File: config.mk
export PLATFORM = sky130hd
export DESIGN_NAME = tif_filter
export DESIGN_NICKNAME = d
export VERILOG_FILES = /design/src/verilog/tif_pkg.sv /design/src/verilog/tif_filter.sv
export SDC_FILE = /design/constraint.sdc
export NUM_CORES = 2
export LEC_CHECK = 0
export ABC_AREA = 0
export BUFFER_PORTS_ARGS = -buffer_cell sky130_fd_sc_hd__buf_4
export CAP_MARGIN = 0
export CORE_ASPECT_RATIO = 1.4
export CORE_UTILIZATION = 50
export CTS_BUF_LIST = sky130_fd_sc_hd__clkbuf_2 sky130_fd_sc_hd__clkbuf_4 sky130_fd_sc_hd__clkbuf_8
export CTS_CLUSTER_DIAMETER = 120
export DETAILED_ROUTE_END_ITERATION = 8
export GPL_TIMING_DRIVEN = 0
export PLACE_DENSITY = 0.73
export SLEW_MARGIN = 5
export SYNTH_ARGS = -nofsm -noshare
export SYNTH_HDL_FRONTEND = slang
export SYNTH_SLANG_ARGS = --single-unit
File: constraint.sdc
create_clock -name clk -period 7.06 [get_ports clk]
set_input_delay 0.706 -clock clk [delete_from_list [all_inputs] [get_ports clk]]
set_output_delay 0.706 -clock clk [all_outputs]
set_load 0.02 [all_outputs]
File: src/verilog/tif_pkg.sv
// shared constants and carriers for the tag id filter
package tif_pkg;
    localparam int TAG_ID_W = 64;
    localparam int ADDR_W = 8;
    localparam int NANT = 4;

    // register byte offsets
    localparam logic [ADDR_W-1:0] REG_CMD = 8'h00;
    localparam logic [ADDR_W-1:0] REG_CFG = 8'h04;
    localparam logic [ADDR_W-1:0] REG_STAT = 8'h08;
    localparam logic [ADDR_W-1:0] REG_MASK = 8'h0C;
    localparam logic [ADDR_W-1:0] REG_RID = 8'h10;
    localparam logic [ADDR_W-1:0] REG_LAST = 8'h14;

    // status bit positions
    localparam int ST_DONE = 0;
    localparam int ST_ERR = 1;
    localparam int ST_RPT = 2;
    localparam int ST_DROP = 3;
    localparam int ST_EXP = 4;
    localparam int ST_W = 5;

    // last response codes
    localparam logic [1:0] RESP_NONE = 2'h0;
    localparam logic [1:0] RESP_DONE = 2'h1;
    localparam logic [1:0] RESP_ERR = 2'h2;

    // command codes, decimal value held in hex
    localparam logic [15:0] CMD_RESET = 16'h003F;
    localparam logic [15:0] CMD_TX_ALL = 16'h0028;
    localparam logic [15:0] CMD_TIME_OFF = 16'h012C;
    localparam logic [15:0] CMD_TIME_ON = 16'h012E;
    localparam logic [15:0] CMD_AUX_OFF = 16'h0136;
    localparam logic [15:0] CMD_AUX_ON = 16'h0137;
    localparam logic [15:0] CMD_UNIQ_RST = 16'h01B8;
    localparam logic [15:0] CMD_TO_BASE = 16'h01B8;
    localparam logic [15:0] CMD_SEP_BASE = 16'h1004;
    localparam logic [15:0] CMD_VAL_BASE = 16'h1068;

    // timeout selections: 0 long, 1 short, 2 mid
    localparam logic [1:0] TO_SEL_LONG = 2'h0;
    localparam int CLK_HZ = 10_000_000;
    localparam int TO_LONG_S = 120;
    localparam int TO_SHORT_S = 15;
    localparam int TO_MID_S = 30;
    localparam logic [31:0] TO_LONG_CYC = 32'(TO_LONG_S * CLK_HZ);
    localparam logic [31:0] TO_SHORT_CYC = 32'(TO_SHORT_S * CLK_HZ);
    localparam logic [31:0] TO_MID_CYC = 32'(TO_MID_S * CLK_HZ);

    // reset values
    localparam logic RST_TIME_EN = 1'b1;
    localparam logic RST_AUX_EN = 1'b0;
    localparam logic [1:0] RST_SEP = 2'h0;
    localparam logic [1:0] RST_NEED = 2'h0;
    localparam logic [7:0] RST_RID = 8'h01;

    typedef struct packed {
        logic [7:0] hour;
        logic [7:0] minute;
        logic [7:0] second;
        logic [7:0] hundredth;
        logic [7:0] month;
        logic [7:0] day;
        logic [7:0] year;
    } tif_stamp_t;

    typedef struct packed {
        logic [TAG_ID_W-1:0] id;
        logic [1:0] antenna;
        logic [7:0] strength;
    } tif_tag_t;

    typedef struct packed {
        logic [7:0] reader_id;
        logic [1:0] antenna;
        logic [7:0] prev_reads;
        logic [1:0] sense;
        logic [7:0] strength;
    } tif_aux_t;

    typedef struct packed {
        logic [TAG_ID_W-1:0] id;
        logic time_en;
        tif_stamp_t stamp;
        logic aux_en;
        tif_aux_t aux;
    } tif_report_t;
endpackage

File: src/verilog/tif_filter.sv
// tag id validation and uniqueness filter with append options, axi4-lite slave
// Notes on behaviour
// - time/date append off by 300, on by 302, on after reset.
// - time/date option change answers error while a report is pending.
// - time/date suffix follows message as ampersand, time, space, date.
// - aux append off by 310 (default), on by 311; never on errors.
// - aux suffix: reader id, antenna, previous read count, sense pair, strength.
// - transmit-all bypasses uniqueness until a separation command arrives.
// - separation of 1 to 4 ids by 4100..4103, one by default.
// - history holds four newest acquired ids, newest first.
// - report only if different from the S newest history entries.
// - every validated id enters history, reported or not.
// - an id is accepted again after timeout or after differing ids.
// - validate after 1 to 4 consecutive same reads per antenna, 4200..4203.
// - validation runs before uniqueness; failures go nowhere.
// - reset command 63 discards the pending report.
// - timeout 2 min default, 15 s, 30 s by 441, 442, 443.
// - timeout restarts on every acquired id, so a parked tag stays quiet.
// - timeout expiry or selection command empties the history.
`timescale 1ns/1ps
module tif_filter #(
    parameter logic [31:0] TO_LONG = tif_pkg::TO_LONG_CYC,
    parameter logic [31:0] TO_SHORT = tif_pkg::TO_SHORT_CYC,
    parameter logic [31:0] TO_MID = tif_pkg::TO_MID_CYC
) (
    input wire logic clk,
    input wire logic srst,
    input wire logic ce,
    input wire logic [tif_pkg::ADDR_W-1:0] s_axi_awaddr,
    input wire logic s_axi_awvalid,
    output logic s_axi_awready,
    input wire logic [31:0] s_axi_wdata,
    input wire logic [3:0] s_axi_wstrb,
    input wire logic s_axi_wvalid,
    output logic s_axi_wready,
    output logic [1:0] s_axi_bresp,
    output logic s_axi_bvalid,
    input wire logic s_axi_bready,
    input wire logic [tif_pkg::ADDR_W-1:0] s_axi_araddr,
    input wire logic s_axi_arvalid,
    output logic s_axi_arready,
    output logic [31:0] s_axi_rdata,
    output logic [1:0] s_axi_rresp,
    output logic s_axi_rvalid,
    input wire logic s_axi_rready,
    input wire logic tag_valid,
    input wire tif_pkg::tif_tag_t tag_in,
    input wire logic sense_line_a,
    input wire logic sense_line_b,
    input wire tif_pkg::tif_stamp_t stamp_in,
    output logic rpt_valid,
    input wire logic rpt_ready,
    output tif_pkg::tif_report_t rpt,
    output logic irq
);
    import tif_pkg::*;

    // bus group
    logic aw_have_q, aw_have_d, w_have_q, w_have_d;
    logic [ADDR_W-1:0] awaddr_q, awaddr_d, araddr_n;
    logic [31:0] wdata_q, wdata_d, rdata_q, rdata_d;
    logic [3:0] wstrb_q, wstrb_d;
    logic bvalid_q, bvalid_d, rvalid_q, rvalid_d;
    logic [1:0] bresp_q, bresp_d, rresp_q, rresp_d;
    logic [ST_W-1:0] st_q, st_d, mask_q, mask_d;
    logic [7:0] rid_q, rid_d;
    logic [1:0] last_q, last_d;
    logic [15:0] code_q, code_d;
    logic wr_go, cmd_go;
    // filter group
    logic time_en_q, time_en_d, aux_en_q, aux_en_d, tx_all_q, tx_all_d;
    logic [1:0] sep_q, sep_d, need_q, need_d, to_sel_q, to_sel_d;
    logic [TAG_ID_W-1:0] hist_q [4];
    logic [TAG_ID_W-1:0] hist_d [4];
    logic [3:0] hv_q, hv_d, hmatch;
    logic [TAG_ID_W-1:0] ant_id_q [NANT];
    logic [TAG_ID_W-1:0] ant_id_d [NANT];
    logic [7:0] run_q [NANT];
    logic [7:0] run_d [NANT];
    logic [7:0] prev_q [NANT];
    logic [7:0] prev_d [NANT];
    logic [NANT-1:0] ahv_q, ahv_d;
    logic [31:0] to_cnt_q, to_cnt_d, to_lim;
    tif_report_t out_q, out_d;
    logic out_v_q, out_v_d;
    logic same, v_ok, dup, rpt_push, expire;
    logic [7:0] run_nx, prev_now;
    logic ev_done, ev_err, ev_drop;

    assign wr_go = aw_have_q && w_have_q && !bvalid_q;
    assign cmd_go = wr_go && awaddr_q == REG_CMD && wstrb_q[1:0] == 2'h3;
    // kept out of the bus process so the filter logic reads it without a process loop
    assign code_d = cmd_go ? wdata_q[15:0] : code_q;
    assign s_axi_awready = ce && !aw_have_q;
    assign s_axi_wready = ce && !w_have_q;
    assign s_axi_arready = ce && !rvalid_q;
    assign s_axi_bvalid = bvalid_q;
    assign s_axi_bresp = bresp_q;
    assign s_axi_rvalid = rvalid_q;
    assign s_axi_rresp = rresp_q;
    assign s_axi_rdata = rdata_q;
    assign araddr_n = s_axi_araddr;
    assign irq = |(st_q & mask_q);
    assign rpt_valid = out_v_q;
    assign rpt = out_q;

    always_comb begin
        aw_have_d = aw_have_q;
        awaddr_d = awaddr_q;
        w_have_d = w_have_q;
        wdata_d = wdata_q;
        wstrb_d = wstrb_q;
        bvalid_d = bvalid_q && !s_axi_bready;
        bresp_d = bresp_q;
        rvalid_d = rvalid_q && !s_axi_rready;
        rresp_d = rresp_q;
        rdata_d = rdata_q;
        mask_d = mask_q;
        rid_d = rid_q;
        last_d = ev_done ? RESP_DONE : (ev_err ? RESP_ERR : last_q);
        // set beats clear in the same cycle
        st_d = st_q;
        if (s_axi_awvalid && s_axi_awready) begin
            aw_have_d = 1'b1;
            awaddr_d = s_axi_awaddr;
        end
        if (s_axi_wvalid && s_axi_wready) begin
            w_have_d = 1'b1;
            wdata_d = s_axi_wdata;
            wstrb_d = s_axi_wstrb;
        end
        if (wr_go) begin
            aw_have_d = 1'b0;
            w_have_d = 1'b0;
            bvalid_d = 1'b1;
            bresp_d = 2'h0;
            unique case (awaddr_q)
                REG_CMD, REG_CFG, REG_LAST: ;
                REG_STAT: if (wstrb_q[0]) st_d = st_q & ~wdata_q[ST_W-1:0];
                REG_MASK: if (wstrb_q[0]) mask_d = wdata_q[ST_W-1:0];
                REG_RID: if (wstrb_q[0]) rid_d = wdata_q[7:0];
                default: bresp_d = 2'h2;
            endcase
        end
        st_d = st_d | {expire, ev_drop, rpt_push, ev_err, ev_done};
        if (s_axi_arvalid && s_axi_arready) begin
            rvalid_d = 1'b1;
            rresp_d = 2'h0;
            rdata_d = 32'h0000_0000;
            unique case (araddr_n)
                REG_CMD: rdata_d[15:0] = code_q;
                REG_CFG: rdata_d[9:0] = {out_v_q, tx_all_q, aux_en_q, time_en_q,
                                         to_sel_q, need_q, sep_q};
                REG_STAT: rdata_d[ST_W-1:0] = st_q;
                REG_MASK: rdata_d[ST_W-1:0] = mask_q;
                REG_RID: rdata_d[7:0] = rid_q;
                REG_LAST: rdata_d[1:0] = last_q;
                default: rresp_d = 2'h2;
            endcase
        end
    end

    always_ff @(posedge clk) begin
        if (srst) begin
            aw_have_q <= 1'b0;
            w_have_q <= 1'b0;
            awaddr_q <= '0;
            wdata_q <= 32'h0000_0000;
            wstrb_q <= 4'h0;
            bvalid_q <= 1'b0;
            bresp_q <= 2'h0;
            rvalid_q <= 1'b0;
            rresp_q <= 2'h0;
            rdata_q <= 32'h0000_0000;
            st_q <= '0;
            mask_q <= '0;
            rid_q <= RST_RID;
            last_q <= RESP_NONE;
            code_q <= 16'h0000;
        end else if (ce) begin
            aw_have_q <= aw_have_d;
            w_have_q <= w_have_d;
            awaddr_q <= awaddr_d;
            wdata_q <= wdata_d;
            wstrb_q <= wstrb_d;
            bvalid_q <= bvalid_d;
            bresp_q <= bresp_d;
            rvalid_q <= rvalid_d;
            rresp_q <= rresp_d;
            rdata_q <= rdata_d;
            st_q <= st_d;
            mask_q <= mask_d;
            rid_q <= rid_d;
            last_q <= last_d;
            code_q <= code_d;
        end
    end

    // full-width compare, empty entries never match
    genvar gi;
    for (gi = 0; gi < 4; gi++) begin : g_cmp
        assign hmatch[gi] = hv_q[gi] && hist_q[gi] == tag_in.id && gi <= sep_q;
    end

    always_comb begin
        same = ahv_q[tag_in.antenna] && ant_id_q[tag_in.antenna] == tag_in.id;
        run_nx = same ? (run_q[tag_in.antenna] == 8'hFF ? 8'hFF
                         : run_q[tag_in.antenna] + 8'h01) : 8'h01;
        prev_now = same ? prev_q[tag_in.antenna]
                        : (ahv_q[tag_in.antenna] ? run_q[tag_in.antenna] : 8'h00);
        // once the run is long enough every further read passes on, so a parked tag
        // keeps feeding the uniqueness stage and its timeout
        v_ok = tag_valid && run_nx > {6'h00, need_q};
        dup = |hmatch && !tx_all_q;
        unique case (to_sel_q)
            2'h1: to_lim = TO_SHORT;
            2'h2: to_lim = TO_MID;
            default: to_lim = TO_LONG;
        endcase
        expire = hv_q != 4'h0 && to_cnt_q >= to_lim - 32'h1;
        time_en_d = time_en_q;
        aux_en_d = aux_en_q;
        tx_all_d = tx_all_q;
        sep_d = sep_q;
        need_d = need_q;
        to_sel_d = to_sel_q;
        hist_d = hist_q;
        hv_d = hv_q;
        ant_id_d = ant_id_q;
        run_d = run_q;
        prev_d = prev_q;
        ahv_d = ahv_q;
        out_d = out_q;
        out_v_d = out_v_q && !rpt_ready;
        to_cnt_d = hv_q != 4'h0 ? to_cnt_q + 32'h1 : 32'h0;
        ev_done = 1'b0;
        ev_err = 1'b0;
        ev_drop = 1'b0;
        rpt_push = 1'b0;
        if (expire) begin
            hv_d = 4'h0;
            to_cnt_d = 32'h0;
        end
        if (tag_valid) begin
            ant_id_d[tag_in.antenna] = tag_in.id;
            ahv_d[tag_in.antenna] = 1'b1;
            run_d[tag_in.antenna] = run_nx;
            prev_d[tag_in.antenna] = prev_now;
        end
        if (v_ok) begin
            // every acquired id restarts the clock
            to_cnt_d = 32'h0;
            hist_d[3] = hist_q[2];
            hist_d[2] = hist_q[1];
            hist_d[1] = hist_q[0];
            hist_d[0] = tag_in.id;
            hv_d = {hv_q[2:0], 1'b1};
            if (expire) hv_d = 4'h1;
            if (!dup || expire) begin
                if (!out_v_d) begin
                    rpt_push = 1'b1;
                    out_v_d = 1'b1;
                    out_d.id = tag_in.id;
                    out_d.time_en = time_en_q;
                    out_d.stamp = stamp_in;
                    out_d.aux_en = aux_en_q;
                    out_d.aux = '{rid_q, tag_in.antenna, prev_now,
                                  {sense_line_b, sense_line_a}, tag_in.strength};
                end else begin
                    ev_drop = 1'b1;
                end
            end
        end
        if (cmd_go) begin
            ev_done = 1'b1;
            if (code_d == CMD_RESET) begin
                out_v_d = 1'b0;
                rpt_push = 1'b0;
                ev_drop = 1'b0;
            end else if (code_d == CMD_TIME_OFF || code_d == CMD_TIME_ON) begin
                if (out_v_q) begin
                    ev_done = 1'b0;
                    ev_err = 1'b1;
                end else begin
                    time_en_d = code_d == CMD_TIME_ON;
                end
            end else if (code_d == CMD_AUX_OFF || code_d == CMD_AUX_ON) begin
                aux_en_d = code_d == CMD_AUX_ON;
            end else if (code_d == CMD_TX_ALL) begin
                tx_all_d = 1'b1;
            end else if (code_d >= CMD_SEP_BASE && code_d <= CMD_SEP_BASE + 16'h3) begin
                sep_d = 2'(code_d - CMD_SEP_BASE);
                tx_all_d = 1'b0;
            end else if (code_d >= CMD_VAL_BASE && code_d <= CMD_VAL_BASE + 16'h3) begin
                need_d = 2'(code_d - CMD_VAL_BASE);
            end else if (code_d >= CMD_UNIQ_RST && code_d <= CMD_TO_BASE + 16'h3) begin
                if (code_d != CMD_UNIQ_RST) to_sel_d = 2'(code_d - CMD_TO_BASE - 16'h1);
                hv_d = 4'h0;
                to_cnt_d = 32'h0;
            end else begin
                ev_done = 1'b0;
                ev_err = 1'b1;
            end
        end
    end

    always_ff @(posedge clk) begin
        if (srst) begin
            time_en_q <= RST_TIME_EN;
            aux_en_q <= RST_AUX_EN;
            tx_all_q <= 1'b0;
            sep_q <= RST_SEP;
            need_q <= RST_NEED;
            to_sel_q <= TO_SEL_LONG;
            hist_q <= '{default: '0};
            hv_q <= 4'h0;
            ant_id_q <= '{default: '0};
            run_q <= '{default: 8'h00};
            prev_q <= '{default: 8'h00};
            ahv_q <= '0;
            to_cnt_q <= 32'h0;
            out_q <= '0;
            out_v_q <= 1'b0;
        end else if (ce) begin
            time_en_q <= time_en_d;
            aux_en_q <= aux_en_d;
            tx_all_q <= tx_all_d;
            sep_q <= sep_d;
            need_q <= need_d;
            to_sel_q <= to_sel_d;
            hist_q <= hist_d;
            hv_q <= hv_d;
            ant_id_q <= ant_id_d;
            run_q <= run_d;
            prev_q <= prev_d;
            ahv_q <= ahv_d;
            to_cnt_q <= to_cnt_d;
            out_q <= out_d;
            out_v_q <= out_v_d;
        end
    end

    a_dup_suppress: assert property (@(posedge clk) disable iff (srst)
        v_ok && !tx_all_q && !expire && hv_q[0] && hist_q[0] == tag_in.id |-> !rpt_push)
        else $error("duplicate id reported");
    a_hist_push: assert property (@(posedge clk) disable iff (srst)
        ce && v_ok |=> hv_q[0] && hist_q[0] == $past(tag_in.id))
        else $error("acquired id missing from history");
    a_tx_all_pass: assert property (@(posedge clk) disable iff (srst)
        ce && v_ok && tx_all_q && !out_v_q && !cmd_go |=> rpt_valid && rpt.id == $past(tag_in.id))
        else $error("transmit-all dropped an id");
    a_reset_clear: assert property (@(posedge clk) disable iff (srst)
        ce && cmd_go && code_d == CMD_RESET |=> !rpt_valid)
        else $error("reset left a report pending");
    a_time_lock: assert property (@(posedge clk) disable iff (srst)
        ce && cmd_go && code_d == CMD_TIME_OFF && out_v_q
        |=> time_en_q == $past(time_en_q) && st_q[ST_ERR] && last_q == RESP_ERR)
        else $error("time option changed with pending data");
    a_expire_clear: assert property (@(posedge clk) disable iff (srst)
        ce && expire |=> hv_q[3:1] == 3'h0 && to_cnt_q == 32'h0)
        else $error("history survived timeout");
    a_valid_run: assert property (@(posedge clk) disable iff (srst)
        v_ok && need_q != 2'h0 |-> same && run_q[tag_in.antenna] >= {6'h00, need_q})
        else $error("id validated without consecutive reads");
    a_sep_done: assert property (@(posedge clk) disable iff (srst)
        ce && cmd_go && code_d == CMD_SEP_BASE + 16'h1
        |=> sep_q == 2'h1 && !tx_all_q && st_q[ST_DONE] ##1 last_q == RESP_DONE)
        else $error("separation command not applied");
endmodule

==> load_flow_metrics.sql <==
INSERT INTO impl_metrics (metric_group, metric, value, unit) VALUES
('timing', 'final_min_period_over_clock_period', '0.9738', ''),
('status', 'status', 'finished, violations left', ''),
('yosys', 'syn_avg_cell_area', '8.122', 'um2'),
('clock_tree', 'number_of_clock_sinks', '860', ''),
('routing', 'detail_route.wl_per_cell', '29.13', 'um'),
('worst_setup_path', 'crit_path_class', 'input port to flop', ''),
('placement', 'place_hpwl', '143.8', 'mm'),
('yosys', 'yosys.area_share.adder', '0.009859', ''),
('placement', 'io_buffer_count', '342', ''),
('yosys', 'synth_xor_xnor_area_share', '0.05632', ''),
('yosys', 'synth_area_leader', 'sky130_fd_sc_hd__dfxtp_1', ''),
('worst_setup_path', 'setup.worst_path.end_class', 'flop', ''),
('yosys', 'yosys.cell_count.top_type', 'sky130_fd_sc_hd__nand2_1', ''),
('yosys', 'number_of_flops_mapped_to_enable_cells_by_yosys', '0', ''),
('worst_setup_path', 'cp_data_arrival_time', '7640', 'ps'),
('global_route', 'number_of_antenna_violations_at_the_first_check_in_global_routing', '16', ''),
('timing', 'slew_headroom', '-0.03671', ''),
('yosys', 'dominant_combinational_cell_family_by_area_after_synthesis', 'simple AND/OR/NAND/NOR gates', ''),
('yosys', 'ys_ff_latch', '860', ''),
('timing', 'final_critical_path_setup_slack', '184.6', 'ps'),
('floorplanning', 'dieWidth', '239.1', 'um'),
('timing', 'report.final.slew_viol_count', '12', ''),
('min_path', 'worst_hold_startpoint', 's_axi_awaddr[1]', ''),
('global_route', 'global_route.overflow_total', '0', ''),
('yosys', 'async_flop_share', '0', ''),
('routing', 'dr_total_vias', '39790', ''),
('routing', 'drt_iter0_drc', '4101', ''),
('floorplanning', 'placementRows', '121', ''),
('yosys', 'synth_cell_types', '80', ''),
('placement', 'detailed_place.area', '43330', 'um2'),
('job', 'timing.max_cap.violations', '2', ''),
('power', 'standby_leakage_power', '16.73', 'nW'),
('timing', 'holdWs', '98.57', 'ps'),
('routing', 'ant_nets', '0', ''),
('worst_setup_path', 'cp_data_required_time', '7820', 'ps'),
('status', 'violations', 'capacitance limit, slew limit', ''),
('timing', 'finalClockSkew', '29.44', 'ps'),
('yosys', 'synth_cells', '4844', ''),
('clock_tree', 'cts.root.buffer_cell', 'sky130_fd_sc_hd__clkbuf_8', ''),
('worst_setup_path', 'critical_path.startpoint', 'tag_in[8]', ''),
('final_layout', 'final_cell_area', '46220', 'um2'),
('yosys', 'synth-main-ff-cell', 'sky130_fd_sc_hd__dfxtp_1', ''),
('yosys', 'synthMuxAreaShare', '0.06195', ''),
('timing', 'report.final.hold_viol_count', '0', ''),
('final_layout', 'layout-drive-gt1-share', '0.1467', ''),
('yosys', 'yosys_warnings', '0', ''),
('floorplanning', 'die_outline_area', '79820', 'um2'),
('yosys', 'synthesized_cell_area', '39340', 'um2'),
('worst_setup_path', 'worstPathMaxFanout', '10', ''),
('worst_setup_path', 'worst_r2r_startpoint', 'ant_id_q[20]', ''),
('power', 'p_per_area', '236.1', 'nW/um2'),
('yosys', 'netlist.area_leader.share', '0.4376', ''),
('global_route', 'grt_start_max_net_pins', '17', ''),
('yosys', 'synth_compound_gate_area_share', '0.1702', ''),
('power', 'design_power_total', '10.91', 'mW'),
('yosys', 'post_synth_top_cells', '1,228 x sky130_fd_sc_hd__nand2_1, 860 x sky130_fd_sc_hd__dfxtp_1, 768 x sky130_fd_sc_hd__a21oi_1', ''),
('global_route', 'grt_first_pass_wirelength', '264.4', 'mm'),
('clock_tree', 'cts_buffer_depth', '3', ''),
('final_layout', 'final_core_utilization', '0.5940', ''),
('floorplanning', 'initial_core_util', '0.5056', ''),
('floorplanning', 'core-area', '77820', 'um2'),
('timing', 'unrepaired_setup_endpoints_after_global_routing', 'false', ''),
('placement', 'place_inst', '6252', ''),
('clock_tree', 'cts_inserted_buffers', '137', ''),
('global_route', 'vias_in_the_first_global_route', '37720', ''),
('min_path', 'min-delay-path-class', 'input port to flop', ''),
('timing', 'tightestPinTransition', '1555', 'ps'),
('final_layout', 'post_layout_nonfiller_instances', '6500', ''),
('yosys', 'netlist_top_cells_area', 'sky130_fd_sc_hd__dfxtp_1 44%, sky130_fd_sc_hd__nand2_1 12%, sky130_fd_sc_hd__a21oi_1 9.8%', ''),
('yosys', 'yosys.area_share.simple', '0.2067', ''),
('floorplanning', 'io_pins', '387', '');
==> path summary, 6_finish.rpt <==
check,end,slack (ps),depth (start not counted)
worst max-delay path,hist_q[241],180,23
worst min-delay path,awaddr_q[1],100,3
worst max register to register,hist_q[241],1300,19
worst min register to register,run_q[30],450,2
==> final cells by class <==
type	instances	area (um2)
buffer	424	2031
timing repair buffer	345	2605
fill	7362	31600
clock buffer	210	2628
antenna	15	37.54
clock inverter	23	191.4
multi-input combinational	3514	19960
sequential	860	17220
inverter	64	240.2
tap	1045	1308
==> critical path, cell delays in order <==
cell	delay (ps)
sky130_fd_sc_hd__buf_2	220
sky130_fd_sc_hd__buf_4	320
sky130_fd_sc_hd__buf_4	350
sky130_fd_sc_hd__buf_2	540
sky130_fd_sc_hd__mux2i_2	590
sky130_fd_sc_hd__a2bb2oi_1	590
sky130_fd_sc_hd__o211ai_1	230
sky130_fd_sc_hd__a211oi_1	360
sky130_fd_sc_hd__o2111ai_1	270
sky130_fd_sc_hd__nor2_1	170
sky130_fd_sc_hd__nand4_1	160
sky130_fd_sc_hd__nor2_1	230
sky130_fd_sc_hd__ha_1	280
sky130_fd_sc_hd__a21oi_1	130
sky130_fd_sc_hd__a21oi_1	130
sky130_fd_sc_hd__nor4_1	200
sky130_fd_sc_hd__nand3_1	240
sky130_fd_sc_hd__o2111ai_2	280
sky130_fd_sc_hd__buf_2	480
sky130_fd_sc_hd__buf_2	520
sky130_fd_sc_hd__buf_2	320
sky130_fd_sc_hd__nand2_1	80
sky130_fd_sc_hd__a21oi_1	180
==> sequential cells by signal (all words and copies together) (netlist names), 4 cells and up <==
| register | count |
|---|---|
| rpt | 150 |
| ant_id_q | 256 |
| mask_q | 5 |
| rid_q | 8 |
| awaddr_q | 8 |
| prev_q | 32 |
| to_cnt_q | 32 |
| run_q | 32 |
| hv_q | 4 |
| wdata_q | 16 |
| hist_q | 256 |
| code_q | 16 |
| ahv_q | 4 |
| s_axi_rdata | 16 |
| st_q | 5 |
==> repair_timing <==
item                       CTS  global route
setup buffers                0             0
resized for setup            0             6
hold buffers                 0             0
setup endpoints to repair    0           218
==> cell usage in the layout (no fill, tap or decap), drive strengths merged, types with 23 or more instances in the layout <==
cell type  netlist  routed
xor2           114     114
mux4            67      67
a21oi          768     768
mux2i           86      86
nor4            55      55
nand3          187     187
xnor2          139     139
nand2         1228    1228
ha              31      31
a22o            23      23
inv             64      67
and3            24      24
nor3            36      36
clkbuf         284     499
buf            140     480
nor2           143     143
nand4           54      54
nand2b          28      28
dfxtp          860     860
nor2b           29      29
o21ai          165     165
a211oi          54      54
==> cells by family (layout without fill, tap and decap cells) <==
| family | after synthesis | count (layout) |
|---|---|---|
| AND/OR/NAND/NOR | 1870 | 1870 |
| AO/OA/AOI/OAI | 1182 | 1182 |
| flip-flops | 860 | 860 |
| buffers and inverters | 488 | 1066 |
| XOR/XNOR | 253 | 253 |
| multiplexers | 159 | 159 |
| adder cells (fa/ha/maj) | 31 | 31 |
| other | 1 | 34 |
==> power breakdown <==
group          total [mW]  internal [mW]  switching (mW)
Sequential           5.07           4.97           0.102
Combinational        1.29          0.388           0.906
Clock                4.55           2.44            2.11
Total                10.9           7.79            3.12
==> per-layer routing <==
metal  part of all wire  GRT usage  vias to the layer above
met4               0.12     0.4744                       12
met2               0.47     0.7598                     2363
li1                   -          -                    17640
met3              0.088     0.1225                      854
met5            0.00036          0                        -
met1               0.33     0.4768                    18920
(Power assumes the default switching activity.)
